[src/osc_switch_map.svh]
// Register map, field positions, reset values and timing counts of the oscillator switch control
`ifndef OSC_SWITCH_MAP_SVH
`define OSC_SWITCH_MAP_SVH
`define OSC_CTRL_ADR    8'h00
`define CLK_DIV_ADR     8'h04
`define RC_TUNE_ADR     8'h08
`define CURRENT_SOURCE_FIELD_LSB        12
`define NEW_SOURCE_FIELD_LSB        8
`define SEL_LOCK_BIT    7
`define PLL_LOCK_BIT    5
`define FAIL_BIT        3
`define PSLEEP_BIT      2
`define SECONDARY_OSCILLATOR_EN_BIT     1
`define SWEN_BIT        0
`define ROI_BIT         15
`define DOZE_LSB        12
`define RATIO_ENABLE_BIT       11
`define RC_POSTSCALER_LSB       8
`define USB_BRANCH_POSTSCALER_LSB       6
`define TRIM_LSB        0
`define RC_POSTSCALER_RESET     3'h1
`define KEY_HI_FIRST    8'h78
`define KEY_HI_SECOND   8'h9A
`define KEY_LO_FIRST    8'h46
`define KEY_LO_SECOND   8'h57
`define SETTLE_CYCLES   4'hA
`endif

[src/osc_switch_pkg.sv]
// Types shared by the oscillator switch control
package osc_switch_pkg;
  typedef enum logic [2:0] {ST_IDLE, ST_CHECK, ST_READY, ST_SETTLE, ST_DONE} switch_state_type;
  typedef enum logic [1:0] {KEY_NONE, KEY_FIRST, KEY_OPEN} key_state_type;
endpackage : osc_switch_pkg

[src/sync_if.sv]
// Carrier between the control block and its input synchroniser bank
`timescale 1ns/100ps
interface sync_if #(parameter int W = 17);
  logic [W-1:0] raw;
  logic [W-1:0] sync;
  modport sync_side (input raw, output sync);
  modport user (output raw, input sync);
endinterface : sync_if

[src/sync_bank.sv]
// Two-flop synchroniser bank for pin-level inputs
`timescale 1ns/100ps
module sync_bank #(
  parameter int W = 17
) (
  input  wire logic clk_i,
  sync_if.sync_side p
);
  generate
    for (genvar i = 0; i < W; i++) begin : g_bit
      logic meta_r;
      logic hold_r;
      // First flop feeds only the second; no reset, so straps pass while reset is held
      always_ff @(posedge clk_i) begin
        meta_r <= p.raw[i];
        hold_r <= meta_r;
      end
      assign p.sync[i] = hold_r;
    end
  endgenerate
endmodule : sync_bank

[src/osc_switch_ctrl.sv]
// Oscillator selection, switching sequence and clock divider control with a Wishbone slave
`timescale 1ns/100ps
`include "osc_switch_map.svh"
module osc_switch_ctrl (
  input  wire logic        clk_i,
  input  wire logic        rst_i,
  input  wire logic        wb_cyc_i,
  input  wire logic        wb_stb_i,
  input  wire logic        wb_we_i,
  input  wire logic [7:0]  wb_adr_i,
  input  wire logic [3:0]  wb_sel_i,
  input  wire logic [31:0] wb_dat_i,
  output logic      [31:0] wb_dat_o,
  output logic             wb_ack_o,
  input  wire logic [1:0]  switching_config_i,
  input  wire logic [2:0]  reset_source_config_i,
  input  wire logic        pll_lock_i,
  input  wire logic        clock_failure_i,
  input  wire logic        interrupt_i,
  input  wire logic        sleep_i,
  input  wire logic        watchdog_enable_i,
  input  wire logic [3:0]  osc_ready_i,
  input  wire logic [3:0]  osc_clock_i,
  output logic      [3:0]  osc_enable_o,
  output logic             pll_enable_o,
  output logic      [2:0]  system_source_o,
  output logic      [2:0]  cpu_ratio_o,
  output logic      [2:0]  rc_postscaler_o,
  output logic      [1:0]  usb_branch_postscaler_o,
  output logic      [5:0]  rc_trim_o
);
  // Synchronised copies of every pin input
  sync_if #(.W(18)) sv ();
  sync_bank #(.W(18)) u_sync (.clk_i(clk_i), .p(sv.sync_side));
  logic [1:0] cfg_s;
  logic [2:0] strap_s;
  logic       pll_lock_s;
  logic       fail_s;
  logic       int_s;
  logic       sleep_s;
  logic       wdt_s;
  logic [3:0] ready_s;
  logic [3:0] oclk_s;
  assign sv.raw = {switching_config_i, reset_source_config_i, pll_lock_i, clock_failure_i,
                   interrupt_i, sleep_i, watchdog_enable_i, osc_ready_i, osc_clock_i};
  assign {cfg_s, strap_s, pll_lock_s, fail_s, int_s, sleep_s, wdt_s, ready_s, oclk_s} = sv.sync;

  // Source code to oscillator: bit0 primary, bit1 secondary, bit2 fast RC, bit3 low-power RC
  function automatic logic [3:0] src_onehot(input logic [2:0] code);
    case (code)
      3'h2, 3'h3: src_onehot = 4'h1;
      3'h4:       src_onehot = 4'h2;
      3'h5:       src_onehot = 4'h8;
      default:    src_onehot = 4'h4;
    endcase
  endfunction : src_onehot
  function automatic logic uses_pll(input logic [2:0] code);
    uses_pll = (code == 3'h1) || (code == 3'h3);
  endfunction : uses_pll

  // Registers
  osc_switch_pkg::switch_state_type state_r, state_nxt;
  osc_switch_pkg::key_state_type    hkey_r, hkey_nxt, lkey_r, lkey_nxt;
  logic [1:0]  cfg_r;
  logic [2:0]  current_source_field_r, new_source_field_r, tgt_r;
  logic        sel_lock_r, lock_r, fail_r, psleep_r, secondary_oscillator_en_r, swen_r;
  logic        roi_r, ratio_enable_r;
  logic [2:0]  doze_r, rc_postscaler_r;
  logic [1:0]  usb_branch_postscaler_r;
  logic [5:0]  trim_r;
  logic [3:0]  cnt_r;
  logic        oclk_prev_r;
  logic        ack_r;
  logic [31:0] rdat_r;

  // Configuration decode, caught while reset is held
  logic sw_on, fail_safe_monitor_on, sel_locked;
  assign sw_on      = ~cfg_r[1];
  assign fail_safe_monitor_on    = (cfg_r == 2'h0);
  assign sel_locked = fail_safe_monitor_on & sel_lock_r;

  // Bus decode; an access completes at the edge that sees ack high
  logic req, acc, wr, hit_ctl, hit_div, hit_tun, wr_hi, wr_lo;
  logic [7:0] dhi, dlo;
  assign req     = wb_cyc_i & wb_stb_i;
  assign acc     = req & ack_r;
  assign wr      = acc & wb_we_i;
  assign hit_ctl = (wb_adr_i == `OSC_CTRL_ADR);
  assign hit_div = (wb_adr_i == `CLK_DIV_ADR);
  assign hit_tun = (wb_adr_i == `RC_TUNE_ADR);
  assign wr_hi   = wr & hit_ctl & wb_sel_i[1];
  assign wr_lo   = wr & hit_ctl & wb_sel_i[0];
  assign dhi     = wb_dat_i[15:8];
  assign dlo     = wb_dat_i[7:0];

  // Key sequences: any other completed access closes the window
  logic hi_open, lo_open;
  assign hi_open = wr_hi & (hkey_r == osc_switch_pkg::KEY_OPEN);
  assign lo_open = wr_lo & (lkey_r == osc_switch_pkg::KEY_OPEN);
  always_comb begin
    hkey_nxt = hkey_r;
    lkey_nxt = lkey_r;
    if (acc) begin
      hkey_nxt = osc_switch_pkg::KEY_NONE;
      lkey_nxt = osc_switch_pkg::KEY_NONE;
      if (wr_hi && !wb_sel_i[0] && hkey_r == osc_switch_pkg::KEY_NONE && dhi == `KEY_HI_FIRST) begin
        hkey_nxt = osc_switch_pkg::KEY_FIRST;
      end else if (wr_hi && !wb_sel_i[0] && hkey_r == osc_switch_pkg::KEY_FIRST && dhi == `KEY_HI_SECOND) begin
        hkey_nxt = osc_switch_pkg::KEY_OPEN;
      end
      if (wr_lo && !wb_sel_i[1] && lkey_r == osc_switch_pkg::KEY_NONE && dlo == `KEY_LO_FIRST) begin
        lkey_nxt = osc_switch_pkg::KEY_FIRST;
      end else if (wr_lo && !wb_sel_i[1] && lkey_r == osc_switch_pkg::KEY_FIRST && dlo == `KEY_LO_SECOND) begin
        lkey_nxt = osc_switch_pkg::KEY_OPEN;
      end
    end
  end

  // Read data mux; unmapped addresses read zero
  logic [15:0] ctl_rd, div_rd, tun_rd, rd_mux;
  assign ctl_rd = {1'b0, current_source_field_r, 1'b0, new_source_field_r, sel_lock_r, 1'b0, lock_r, 1'b0,
                   fail_r, psleep_r, secondary_oscillator_en_r, swen_r};
  assign div_rd = {roi_r, doze_r, ratio_enable_r, rc_postscaler_r, usb_branch_postscaler_r, 6'h00};
  assign tun_rd = {10'h000, trim_r};
  assign rd_mux = hit_ctl ? ctl_rd : hit_div ? div_rd : hit_tun ? tun_rd : 16'h0000;

  // Switch sequence decode
  logic [3:0] tgt_oh, cur_oh;
  logic busy, same_src, new_ready, oclk_edge, pll_sel;
  assign busy      = (state_r != osc_switch_pkg::ST_IDLE) && (state_r != osc_switch_pkg::ST_CHECK);
  assign tgt_oh    = src_onehot(tgt_r);
  assign cur_oh    = src_onehot(current_source_field_r);
  assign same_src  = (new_source_field_r == current_source_field_r);
  assign pll_sel   = busy ? uses_pll(tgt_r) : uses_pll(current_source_field_r);
  assign new_ready = uses_pll(tgt_r) ? (lock_r & |(ready_s & tgt_oh))
                                     : |(ready_s & tgt_oh);
  assign oclk_edge = |(oclk_s & tgt_oh) & ~oclk_prev_r;

  // Sequence state machine
  always_comb begin
    state_nxt = state_r;
    case (state_r)
      osc_switch_pkg::ST_IDLE:   if (swen_r && sw_on && !sel_locked) state_nxt = osc_switch_pkg::ST_CHECK;
      osc_switch_pkg::ST_CHECK:  state_nxt = same_src ? osc_switch_pkg::ST_IDLE : osc_switch_pkg::ST_READY;
      osc_switch_pkg::ST_READY:  if (new_ready) state_nxt = osc_switch_pkg::ST_SETTLE;
      osc_switch_pkg::ST_SETTLE: if (oclk_edge && cnt_r == `SETTLE_CYCLES - 4'h1) state_nxt = osc_switch_pkg::ST_DONE;
      osc_switch_pkg::ST_DONE:   state_nxt = osc_switch_pkg::ST_IDLE;
      default:                   state_nxt = osc_switch_pkg::ST_IDLE;
    endcase
  end

  logic start_sw;
  assign start_sw = (state_r == osc_switch_pkg::ST_CHECK) && !same_src;

  // Bus handshake: ack one cycle after the request, dropped after one
  always_ff @(posedge clk_i) begin
    if (rst_i) begin
      ack_r  <= 1'b0;
      rdat_r <= 32'h0000_0000;
    end else begin
      ack_r  <= req & ~ack_r;
      if (req && !ack_r) rdat_r <= {16'h0000, rd_mux};
    end
  end

  // Sequencer state, counter and key tracking
  always_ff @(posedge clk_i) begin
    if (rst_i) begin
      state_r     <= osc_switch_pkg::ST_IDLE;
      hkey_r      <= osc_switch_pkg::KEY_NONE;
      lkey_r      <= osc_switch_pkg::KEY_NONE;
      cnt_r       <= 4'h0;
      oclk_prev_r <= 1'b0;
      tgt_r       <= 3'h0;
    end else begin
      state_r     <= state_nxt;
      hkey_r      <= hkey_nxt;
      lkey_r      <= lkey_nxt;
      oclk_prev_r <= |(oclk_s & tgt_oh);
      if (state_r != osc_switch_pkg::ST_SETTLE) cnt_r <= 4'h0;
      else if (oclk_edge) cnt_r <= cnt_r + 4'h1;
      if (start_sw) tgt_r <= new_source_field_r;
    end
  end

  // Strap capture and source fields
  always_ff @(posedge clk_i) begin
    if (rst_i) begin
      cfg_r  <= cfg_s;
      current_source_field_r <= strap_s;
      new_source_field_r <= strap_s;
    end else begin
      if (state_r == osc_switch_pkg::ST_DONE) current_source_field_r <= tgt_r;
      if (hi_open && sw_on && !sel_locked) new_source_field_r <= dhi[2:0];
    end
  end

  // Oscillator control bits
  always_ff @(posedge clk_i) begin
    if (rst_i) begin
      sel_lock_r <= 1'b0;
      lock_r     <= 1'b0;
      fail_r     <= 1'b0;
      psleep_r   <= 1'b0;
      secondary_oscillator_en_r  <= 1'b0;
      swen_r     <= 1'b0;
    end else begin
      lock_r <= start_sw ? 1'b0 : (pll_sel & pll_lock_s);
      if (fail_safe_monitor_on && fail_s) fail_r <= 1'b1;
      else if (start_sw || (lo_open && !dlo[`FAIL_BIT])) fail_r <= 1'b0;
      if (lo_open) begin
        if (dlo[`SEL_LOCK_BIT]) sel_lock_r <= 1'b1;
        psleep_r  <= dlo[`PSLEEP_BIT];
        secondary_oscillator_en_r <= dlo[`SECONDARY_OSCILLATOR_EN_BIT];
      end
      if (!sw_on) swen_r <= 1'b0;
      else if (lo_open && dlo[`SWEN_BIT] && !sel_locked) swen_r <= 1'b1;
      else if ((state_r == osc_switch_pkg::ST_CHECK && same_src) ||
               state_r == osc_switch_pkg::ST_DONE) swen_r <= 1'b0;
    end
  end

  // Divider and trim registers
  always_ff @(posedge clk_i) begin
    if (rst_i) begin
      roi_r   <= 1'b0;
      doze_r  <= 3'h0;
      ratio_enable_r <= 1'b0;
      rc_postscaler_r <= `RC_POSTSCALER_RESET;
      usb_branch_postscaler_r <= 2'h0;
      trim_r  <= 6'h00;
    end else begin
      if (wr && hit_div && wb_sel_i[1]) begin
        roi_r   <= wb_dat_i[`ROI_BIT];
        doze_r  <= wb_dat_i[`DOZE_LSB +: 3];
        ratio_enable_r <= wb_dat_i[`RATIO_ENABLE_BIT];
        rc_postscaler_r <= wb_dat_i[`RC_POSTSCALER_LSB +: 3];
      end
      if (wr && hit_div && wb_sel_i[0]) usb_branch_postscaler_r <= wb_dat_i[`USB_BRANCH_POSTSCALER_LSB +: 2];
      if (roi_r && int_s) ratio_enable_r <= 1'b0;
      if (wr && hit_tun && wb_sel_i[0]) trim_r <= wb_dat_i[`TRIM_LSB +: 6];
    end
  end

  // Oscillator power: current, incoming, and kept-alive sources
  logic [3:0] need;
  assign need = cur_oh | (busy ? tgt_oh : 4'h0)
              | {wdt_s | fail_safe_monitor_on, 1'b0, secondary_oscillator_en_r, 1'b0};

  // Registered outputs
  always_ff @(posedge clk_i) begin
    if (rst_i) begin
      osc_enable_o            <= 4'h0;
      pll_enable_o            <= 1'b0;
      system_source_o         <= 3'h0;
      cpu_ratio_o             <= 3'h0;
      rc_postscaler_o         <= 3'h0;
      usb_branch_postscaler_o <= 2'h0;
      rc_trim_o               <= 6'h00;
    end else begin
      osc_enable_o            <= {need[3:1], need[0] & ~(sleep_s & ~psleep_r)};
      pll_enable_o            <= uses_pll(current_source_field_r) | (busy & uses_pll(tgt_r));
      system_source_o         <= current_source_field_r;
      cpu_ratio_o             <= ratio_enable_r ? doze_r : 3'h0;
      rc_postscaler_o         <= rc_postscaler_r;
      usb_branch_postscaler_o <= usb_branch_postscaler_r;
      rc_trim_o               <= trim_r;
    end
  end

  assign wb_ack_o = ack_r;
  assign wb_dat_o = rdat_r;
endmodule : osc_switch_ctrl

[config.mk]
export PLATFORM = sky130hd
export DESIGN_NAME = osc_switch_ctrl
export DESIGN_NICKNAME = d
export VERILOG_FILES = /design/src/osc_switch_pkg.sv /design/src/sync_if.sv /design/src/sync_bank.sv /design/src/osc_switch_ctrl.sv
export VERILOG_INCLUDE_DIRS = /design/src
export SDC_FILE = /design/constraint.sdc
export NUM_CORES = 1
export LEC_CHECK = 0
export ABC_AREA = 1
export BUFFER_PORTS_ARGS = -buffer_cell sky130_fd_sc_hd__buf_2
export CAP_MARGIN = 20
export CORE_MARGIN = 2
export CORE_UTILIZATION = 30
export CTS_BUF_LIST = sky130_fd_sc_hd__clkbuf_8
export DETAILED_ROUTE_END_ITERATION = 12
export HOLD_SLACK_MARGIN = 0.03
export MAX_ROUTING_LAYER = met4
export SLEW_MARGIN = 20
export SYNTH_ARGS = -nofsm -noshare
export SYNTH_HDL_FRONTEND = slang
export SYNTH_SLANG_ARGS = --single-unit
[constraint.sdc]
create_clock -name clk_i -period 2.1 [get_ports clk_i]
set_input_delay 0.105 -clock clk_i [delete_from_list [all_inputs] [get_ports clk_i]]
set_output_delay 0.105 -clock clk_i [all_outputs]
set_load 0.005 [all_outputs]
## Word-level counts from Yosys, hierarchy flattened

Cells that the tools add are included.

| cells by class | value |
|---|---|
| equality and inequality tests | 31 |
| bitwise operators | 28 |
| shifts and indexed selects | 0 |
| multiply operators | 0 |
| $lt $le $gt $ge | 0 |
| multiplexer cells | 25 |
| add/sub/neg operators | 1 |
| div/mod/pow operators | 0 |
| reductions and logical operators | 60 |

Operator list:

| operator | count |
|---|---|
| $mux 16 | 2 |
| $logic_and 1x1->1 | 29 |
| $eq 8x7->1 const B | 3 |
| $pmux 4 s3 | 2 |
| $mux 3 | 7 |
| $eq 3x2->1 const B | 6 |
| $and 1x1->1 | 16 |
| $eq 3x3->1 const B | 5 |
| $reduce_or 2->1 | 7 |
| $pmux 3 s4 | 1 |
| $mux 2 | 5 |
| $eq 3x1->1 const B | 3 |
| $and 4x4->4 | 2 |
| $eq 8x3->1 const B | 1 |
| $eq 8x4->1 const B | 1 |
| $eq 8x8->1 const B | 1 |
| $logic_not 8->1 | 1 |
| $or 4x4->4 | 2 |
| $reduce_bool 2->1 | 4 |
| $reduce_or 4->1 | 2 |
| $logic_not 1->1 | 6 |
| $logic_not 2->1 | 3 |
| $mux 1 | 6 |
| $mux 6 | 1 |
| other kinds (16) | 29 |

| storage, ports and cells | value |
|---|---|
| bits in read-only memories | 0 |
| output and inout bits | 55 |
| memories kept | 0 |
| register bits | 120 |
| input bits | 67 |
| bits in latches | 0 |
| RAM bits | 0 |

## Depth between registers and ports, before layout

Gate-level depths: netlist (run 1).

| depth | value |
|---|---|
| word-level depth | 10 |
| depth in mapped cells | 12 |
| mapped depth without buffers | 12 |

## Modules after synthesis

From an unflattened synthesis (run 1), not the netlist that was laid out.

| second synthesis, totals | value |
|---|---|
| cell total of the unflattened synthesis | 525 |
| area total of the unflattened synthesis | 4636.9 µm² |

By module, submodules not included:

| module | cells an instance | area an instance (µm²) | times used |
|---|---|---|---|
| osc_switch_ctrl | 471 | 3781.1 | 1 |
| sync_bank | 54 | 855.8 | 1 |

## Worst setup path before layout (run 1)

OpenSTA, ideal clock, no wires.

| path | value |
|---|---|
| kind | register -> register |
| start | reg tgt_r[2] |
| end | reg cnt_r[0] |
| path slack | 538 ps |
| arrival | 1492 ps |
| required time | 2030 ps |
| stages on the path, launching flop included | 9 |
| cell sequence | dfxtp_1 > inv_2 > ha_1 > nor2_4 > nand3_1 > nand3b_1 > nand2_1 > or2_0 > a21oi_1 |

| between the ends | value |
|---|---|
| cells in the longest elaborated chain, start to end | 6 |
| elaborated cells on any way between the ends | 9 |

RTL lines:

| element | RTL line | RTL |
|---|---|---|
| start: declaration | osc_switch_ctrl.sv:65 | `logic [2:0] current_source_field_r, new_source_field_r, tgt_r;` |
| start signal: assignment | osc_switch_ctrl.sv:182 | `if (start_sw) tgt_r <= new_source_field_r;` |
| $eq 3x2->1 | osc_switch_ctrl.sv:50 | `case (code)` |
| $reduce_or 2->1 | osc_switch_ctrl.sv:50 |  |
| $pmux 4 s3 (*) | osc_switch_ctrl.sv:50 |  |
| $and 4x4->4 (*) | osc_switch_ctrl.sv:137 | `assign oclk_edge = \|(oclk_s & tgt_oh) & ~oclk_prev_r;` |
| $reduce_or 4->1 (*) | osc_switch_ctrl.sv:137 |  |
| $and 1x1->1 (*) | osc_switch_ctrl.sv:137 |  |
| end signal: assignment | osc_switch_ctrl.sv:181 | `else if (oclk_edge) cnt_r <= cnt_r + 4'h1;` |
| end: declaration | osc_switch_ctrl.sv:71 | `logic [3:0] cnt_r;` |

Mark *: on every way between the ends. The rest lies on a longest branch, timed or not.
A chain may end at the register's enable or synchronous reset.

## Worst setup path in the final report (run 1)

| path | value |
|---|---|
| start | reg ack_r (netlist: wb_ack_o) |
| end | reg hkey_r[1] |

| between the ends | value |
|---|---|
| cells in the longest elaborated chain, start to end | 9 |
| elaborated cells on any way between the ends | 11 |

RTL lines:

| element | RTL line | RTL |
|---|---|---|
| start: declaration | osc_switch_ctrl.sv:73 | `logic ack_r;` |
| start signal: assignment | osc_switch_ctrl.sv:161 | `ack_r <= req & ~ack_r;` |
| $and 1x1->1 (*) | osc_switch_ctrl.sv:86 | `assign acc = req & ack_r;` |
| $and 1x1->1 | osc_switch_ctrl.sv:87 | `assign wr = acc & wb_we_i;` |
| $and 1x1->1 (2 in series) | osc_switch_ctrl.sv:91 | `assign wr_hi = wr & hit_ctl & wb_sel_i[1];` |
| $logic_and 1x1->1 | osc_switch_ctrl.sv:106, osc_switch_ctrl.sv:108 |  |
| $logic_and 1x1->1 | osc_switch_ctrl.sv:108 | `` end else if (wr_hi && !wb_sel_i[0] && hkey_r == osc_switch_pkg::KEY_FIRST && dhi == `KEY_HI_SECOND) begin `` |
| $logic_and 1x1->1 (no line) | n/a |  |
| $mux 2 | osc_switch_ctrl.sv:108 |  |
| $mux 2 | osc_switch_ctrl.sv:106 | `` if (wr_hi && !wb_sel_i[0] && hkey_r == osc_switch_pkg::KEY_NONE && dhi == `KEY_HI_FIRST) begin `` |
| end signal: assignment | osc_switch_ctrl.sv:170 | `hkey_r <= osc_switch_pkg::KEY_NONE;` |
| end signal: assignment | osc_switch_ctrl.sv:177 | `hkey_r <= hkey_nxt;` |
| end: declaration | osc_switch_ctrl.sv:63 | `osc_switch_pkg::key_state_type hkey_r, hkey_nxt, lkey_r, lkey_nxt;` |

Marked as above.

==> results.md, run 1 <==
- Netlist Area Pre-Place: 4400 µm²
- Die width: 125 µm
- Initial antenna violation count: 0
- Post-DRT Antenna Nets: 0
- Sw Pwr: 1.22 mW
- Mean post-synth cell area: 8.66 µm²
- Starting density of the core: 0.305
- HP Class: in -> reg
- Final setup viols: 0
- Total via count in the routed design: 3715
- Least-Margin Pin Slew: 555 ps
- Top Family by Delay on Critical Path: simple AND/OR/NAND/NOR gates
- CP arrival: 2310 ps
- CTS Root Cell: clkbuf_8
- Setup Fix Bufs, Post-CTS: 0
- Critical path's largest stage delay: 580 ps
- Crit. Startpoint: wb_ack_o
- Internal: 3.74 mW
- # diodes: 0
- Tcrit/Tclk final: 0.930
- Nets: 714
- Core ar.: 14400 µm²
- Setup CP Type: reg -> reg
- GP Congestion: 0.815
- Sw frac: 0.246
- Buf/Inv on CP: 1
- Min Tclk post-route: 1950 ps
- Critical path capture point type: flop
- Pre-antenna DRT Iters: 5
- Global-route wire length before repair: 17200 µm
- Final core occ: 0.402
- Clock sinks: 120
- Clock latency on the worst-skew pair: 430 ps
- Total wire length: 10600 µm
- Clk network pwr share: 0.456
- Die area: 15600 µm²
- RSZ-0062 raised after global routing: false
- Req. time, crit path: 2460 ps
- Number of max-cap violations: 0
- Power Dens Cells: 856 nW/µm²
- Hold path startpoint: wb_cyc_i
- H-tree levels: 4
- Synthesized flop and latch total: 120
- Crit-path cells: nand3_2 -> nor2_4 -> nand2_1 -> nor2_1 -> nand4_1 -> dlygate4sd3_1 -> a21oi_1
- Vias in the first global route: 3642
- Most common cell after layout, fill and taps aside: dfxtp_1
- Max VDD drop: 0.000509 V
- Routed len/inst: 12.6 µm
- Clk buf depth: 2
- P_leak: 2.62 nW
- Sequential share of power: 0.484
- Gr usage total: 0.142
- Post-Syn Instances: 508
- PostCTS Resize Cnt: 0
- Share of the yosys chip area belonging to registers: 0.564
- Max-slew headroom: 0.630
- FP Rows: 44
- Die Y: 125 µm
- Gr ovfl total: 0
- Maximum clock frequency: 0.512 GHz
- Pin count of the biggest net entering global routing: 43
- Outcome: complete, no violations
- CTS buffer count: 17
- Worst Skew: 12.4 ps
- Synth unique cells: 34
- CP max-delay cell: dlygate4sd3_1
- Max-slew violations: 0
- Synth warn: 0
- I/O pin count: 122
- Initial DRC count: 180
- Setup TNS: 0 ps
- Remaining DRCs: 0
- Share of cells above drive strength 1: 0.216
- TritonCTS clock tree: done
- Via density: 4.42
- Crit-path max FO: 5
- Worst flop-to-flop path startpoint: wb_ack_o
- Logic pwr share: 0.060
- Worst setup SP type: flop
- Most frequent cells in the layout: dfxtp_1, buf_2, inv_1
- Area growth syn-to-layout: 31.9%
- Clk slew on worst S/H paths: 80 ps
- Final hold violation count: 0
- DP HPWL: 7780 µm
- Port bufs: 87
[logic make-up after synthesis]
family | Yosys count | synth area share
adder cells (fa/ha/maj) | 3 | 0.00853
buffers and inverters | 107 | 0.108
AO/OA/AOI/OAI | 104 | 0.129
XOR/XNOR | 4 | 0.00797
other | 1 | 0.000852
AND/OR/NAND/NOR | 169 | 0.181
flip-flops | 120 | 0.564
[cells in the mapped netlist (all sizes together)]
| cell | n | share of area |
|---|---|---|
| xor2 | 1 | 0.0020 |
| o21ai | 41 | 0.047 |
| nor4 | 3 | 0.0043 |
| nor3 | 7 | 0.011 |
| o31ai | 1 | 0.0017 |
| nand4 | 6 | 0.0085 |
| nor3b | 1 | 0.0028 |
| a31oi | 3 | 0.0043 |
| nand3b | 3 | 0.0051 |
| or2 | 3 | 0.0043 |
| a211oi | 3 | 0.0051 |
| nand2 | 61 | 0.054 |
| xnor2 | 3 | 0.0060 |
| ha | 3 | 0.0085 |
| dfxtp | 112 | 0.51 |
| nand3 | 33 | 0.039 |
| clkbuf | 9 | 0.0077 |
| o211ai | 13 | 0.022 |
| inv | 78 | 0.067 |
| buf | 20 | 0.034 |
| edfxtp | 8 | 0.055 |
| a21oi | 43 | 0.049 |
| nor2 | 52 | 0.053 |
| conb | 1 | 0.00085 |
[final timing paths]
kind                            depth (start not counted)                       to  slack (ps)
worst max-delay path                                    7                hkey_r[1]         150
worst min-delay path                                    5                 wb_ack_o         160
worst max register to register                          7                hkey_r[1]         150
worst min register to register                          0  u_sync.g_bit[10].hold_r         330
[layout make-up]
type / instances / area (µm²)
flip-flops and latches: 120 / 2480
fillers: 1496 / 8620
multi-input cells: 296 / 1500
well taps: 184 / 230
repair buffers: 131 / 858
inverters: 78 / 293
clock inverters: 15 / 205
clock buffers: 17 / 234
[stage by stage]
| stage | setup WS, ps | instance area [µm²] | hold WS (ps) | total power [mW] | std cells |
|---|---|---|---|---|---|
| CTS | 74.5 | 5810 | 110 | 5.04 | 842 |
| floorplan | 538 | 4460 | 133 | 2.60 | 523 |
| detailed placement | 292 | 4990 | 209 | 2.71 | 772 |
| global route | 18.4 | 5800 | 179 | 5.18 | 841 |
| global placement | 418 | 4990 | 208 | 2.70 | 772 |
| finish | 147 | 5800 | 155 | 4.97 | 841 |
[per-layer routing]
layer | vias up | wire length [µm] | GRT usage
met3 | 8 | 713 | 0.0424
met1 | 1682 | 4890 | 0.172
met4 | 0 | 110 | 0.0634
met5 | - | 0 | -
met2 | 123 | 4870 | 0.220
li1 | 1902 | - | -
[state kept, by name, indices dropped and copies added, names as in the netlist, 4 cells and up]
register / count
wb_dat_o: 16
u_sync.g_bit.hold_r: 18
osc_enable_o: 4
u_sync.g_bit.meta_r: 18
rc_trim_o: 6
trim_r: 6
cnt_r: 4
[tightest hold or removal path: stages]
cell and delay [ps]:
buf_2 110, inv_1 80, nor3_4 70, nand2_1 80, inv_1 60
[what timing repair did]
action,4_1_cts,5_1_grt
endpoints found under the setup margin,0,1
hold buffers,38,0
endpoints found under the hold margin,41,0
[power groups by stage]
stage / logic [mW] / registers (mW) / clock network, mW
2_1_floorplan: 0.146 / 2.45 / 0
3_3_place_gp: 0.246 / 2.46 / 0
3_5_place_dp: 0.248 / 2.46 / 0
4_1_cts: 0.301 / 2.41 / 2.33
5_1_grt: 0.334 / 2.41 / 2.43
6_report: 0.298 / 2.41 / 2.26
No activity file was read; power rests on OpenSTA's default activity.
==> run 2: changes to the inputs <==
Settings changed: ABC_AREA 1 to unset.
==> results.md, run 2 <==
- Sequential share of power: 0.499 (+0.015)
- Remaining DRCs: 0 (unchanged)
- Worst setup SP type: flop
- Min Tclk post-route: 1930 ps (-20.5 ps)
- Clk network pwr share: 0.443 (-0.013)
- CP max-delay cell: a311oi_1
- Post-synth top cells: dfxtp_1, nor2_1, nand2_1
- CP arrival: 2310 ps (about the same)
- Sw frac: 0.231 (-0.0153)
- Mean post-synth cell area: 10.4 µm² (+21%)
- Die area: 15700 µm² (+0.19%)
- GP Congestion: 0.846 (+3.7%)
- Sw Pwr: 1.10 mW (-9.9%)
- Clk buf depth: 2 (unchanged)
- # diodes: 0 (unchanged)
- P_leak: 2.51 nW (-4.2%)
- DP HPWL: 7520 µm (-3.2%)
- Total wire length: 10400 µm (-1.5%)
- Initial DRC count: 199 (+11%)
- Area growth syn-to-layout: 31.7%
- Clock latency on the worst-skew pair: 430 ps (about the same)
- Met2 GRT Util: 0.221 (+0.000959)
- Die width: 125 µm (about the same)
- Max VDD drop: 0.000480 V (-5.7%)
- Logic pwr share: 0.058 (-0.002)
- Synthesized flop and latch total: 120 (unchanged)
- Number of flops mapped to enable cells by yosys: 8 (unchanged)
- Async SR Flop Fraction: 0 (unchanged)
- Initial antenna violation count: 0 (unchanged)
- Pre-CTS setup slack: 169 ps (-123 ps)
- H-tree levels: 4 (unchanged)
- Outcome: complete, no violations
- Top Family by Delay on Critical Path: compound AO/OA/AOI/OAI gates
- PnR worst setup slack: 167 ps (+20.5 ps)
- Setup Fix Bufs, Post-CTS: 0 (unchanged)
- TritonCTS clock tree: done
- Final setup viols: 0 (unchanged)
- CTS Root Cell: clkbuf_8
- Setup TNS: 0 ps (unchanged)
- Max-slew violations: 0 (unchanged)
- Clock sinks: 120 (unchanged)
- Synth warn: 0 (unchanged)
- Nets: 628 (-12%)
- Pin count of the biggest net entering global routing: 45 (+4.7%)
- CTS buffer count: 17 (unchanged)
- Synth unique cells: 60 (+76%)
- Starting density of the core: 0.306 (+0.000607)
- Port bufs: 87 (unchanged)
- Req. time, crit path: 2470 ps (about the same)
- Yosys top cell area share: 0.509 (-0.00101)
- Top Usage Layer GRT: met2
- Share of cells above drive strength 1: 0.275 (+0.0593)
- Core ar.: 14400 µm² (unchanged)
- Worst Skew: 8.72 ps (-3.71 ps)
- Die Y: 125 µm (about the same)
- Routed len/inst: 13.8 µm (+9.9%)
- Number of max-cap violations: 0 (unchanged)
- Ranking of synthesized cells by area: dfxtp_1, edfxtp_1, nor2_1
- Max-slew headroom: 0.580 (-0.0499)
- Setup CP Type: reg -> reg
- Crit-path cells: inv_1 -> ha_1 -> a22oi_1 -> o2bb2ai_1 -> a311oi_1 -> o211a_1
- Most common cell in the synthesized netlist: dfxtp_1
- Post-DRT Antenna Nets: 0 (unchanged)
- Via density: 4.66 (+5.6%)
- PostCTS Resize Cnt: 0 (unchanged)
- Buf/Inv on CP: 1 (unchanged)
- Gr usage total: 0.141 (-0.000840)
- Most common cell after layout, fill and taps aside: dfxtp_1
- Synth Flop Type: dfxtp_1
- Global-route wire length before repair: 17000 µm (-1.1%)
- Pre-antenna DRT Iters: 5 (unchanged)
- Critical path's largest stage delay: 440 ps (-140 ps)
- Post-Syn Instances: 422 (-17%)
- Vias in the first global route: 3575 (-1.8%)
- Met3 Usage GRT: 0.0415 (-0.000856)
- Least-Margin Pin Slew: 629 ps (+74.1 ps)
- Power Dens Cells: 822 nW/µm² (-4.0%)
- GRT met1 Usage: 0.168 (-0.00364)
- Total via count in the routed design: 3516 (-5.4%)
- Fill cells: 1440 (-3.7%)
- HP Class: in -> reg
- FP Rows: 44 (unchanged)
- Internal: 3.67 mW (-2.0%)
- Crit-path max FO: 6 (+1)
- Share of the yosys chip area belonging to registers: 0.563 (-0.00112)
- Final hold violation count: 0 (unchanged)
- I/O pin count: 122 (unchanged)
- RSZ-0062 raised after global routing: false
- Most frequent cells in the layout: dfxtp_1, buf_2, nor2_1
- Gr ovfl total: 0 (unchanged)
- Largest area contributor in the netlist: dfxtp_1
- Clk slew on worst S/H paths: 70 ps (about the same)
- Netlist Area Pre-Place: 4410 µm² (+0.20%)
- Tcrit/Tclk final: 0.920 (-0.00974)
- Maximum clock frequency: 0.517 GHz (+1.1%)
- Critical path capture point type: flop
run 2: per-stage QoR:
step / hold slack [ps] / cells / area, µm² / power [mW] / utilization
after global placement: 209 / 688 / 5050 / 2.66 / 0.350
after detailed placement: 209 / 688 / 5050 / 2.66 / 0.350
after floorplan: 133 / 437 / 4460 / 2.57 / -
final: 160 / 754 / 5810 / 4.77 / 0.402
after CTS: 138 / 754 / 5810 / 4.84 / 0.402
after global routing: 179 / 754 / 5810 / 4.98 / 0.402
run 2: power by group through the flow:
stage / logic (mW) / clock network [mW] / registers [mW]
CTS: 0.278 / 2.18 / 2.38
floorplan: 0.140 / 0 / 2.43
detailed placement: 0.227 / 0 / 2.44
finish: 0.279 / 2.11 / 2.38
global placement: 0.225 / 0 / 2.43
global route: 0.307 / 2.28 / 2.39
run 2: logic make-up after synthesis:
logic type                 Yosys count  synth area share
xor gates and xnor gates             5           0.00994
adders and majority gates            3           0.00852
and+or+nand+nor                    144             0.186
buffers and inverters               49            0.0588
AOI/OAI and AO/OA                   80             0.120
other                                1          0.000851
muxes                               20            0.0522
DFF                                120             0.563
run 2: path summary, 6_finish.rpt:
path	start	endpoint	slack (ps)	cells after the start
setup / recovery	tgt_r[2]	state_r[0]	170	6
hold / removal	wb_adr_i[3]	wb_dat_o[4]	160	3
setup reg to reg	tgt_r[2]	state_r[0]	170	6
hold reg to reg	u_sync.g_bit[17].meta_r	u_sync.g_bit[17].hold_r	330	0
run 2: cell type report:
| type | instances | area (µm²) | share of cell area |
|---|---|---|---|
| Tap cell | 184 | 230 | 0.0397 |
| Timing Repair Buffer | 137 | 911 | 0.157 |
| Clock buffer | 17 | 234 | 0.0403 |
| Sequential cell | 120 | 2480 | 0.428 |
| Multi-Input combinational cell | 268 | 1720 | 0.297 |
| Inverter | 14 | 52.6 | 0.00905 |
| Clock inverter | 14 | 173 | 0.0297 |
run 2: tightest hold or removal path: cells and delay by family:
family          cells  cell delay (ps)
compound gates      1              140
simple gates        1               80
buf+inv             1              230
run 2: what timing repair did:
item / in CTS / in global routing
endpoints found under the hold margin: 40 / 0
hold buffers: 35 / 0
setup endpoints to repair: 0 / 0
run 2: per-layer routing:
metal  routed length (µm)  vias up
li1                     -     1737
met3                  675       24
met1                 4660     1627
met2                 4880      128
met5                    0        -
met4                  209        0
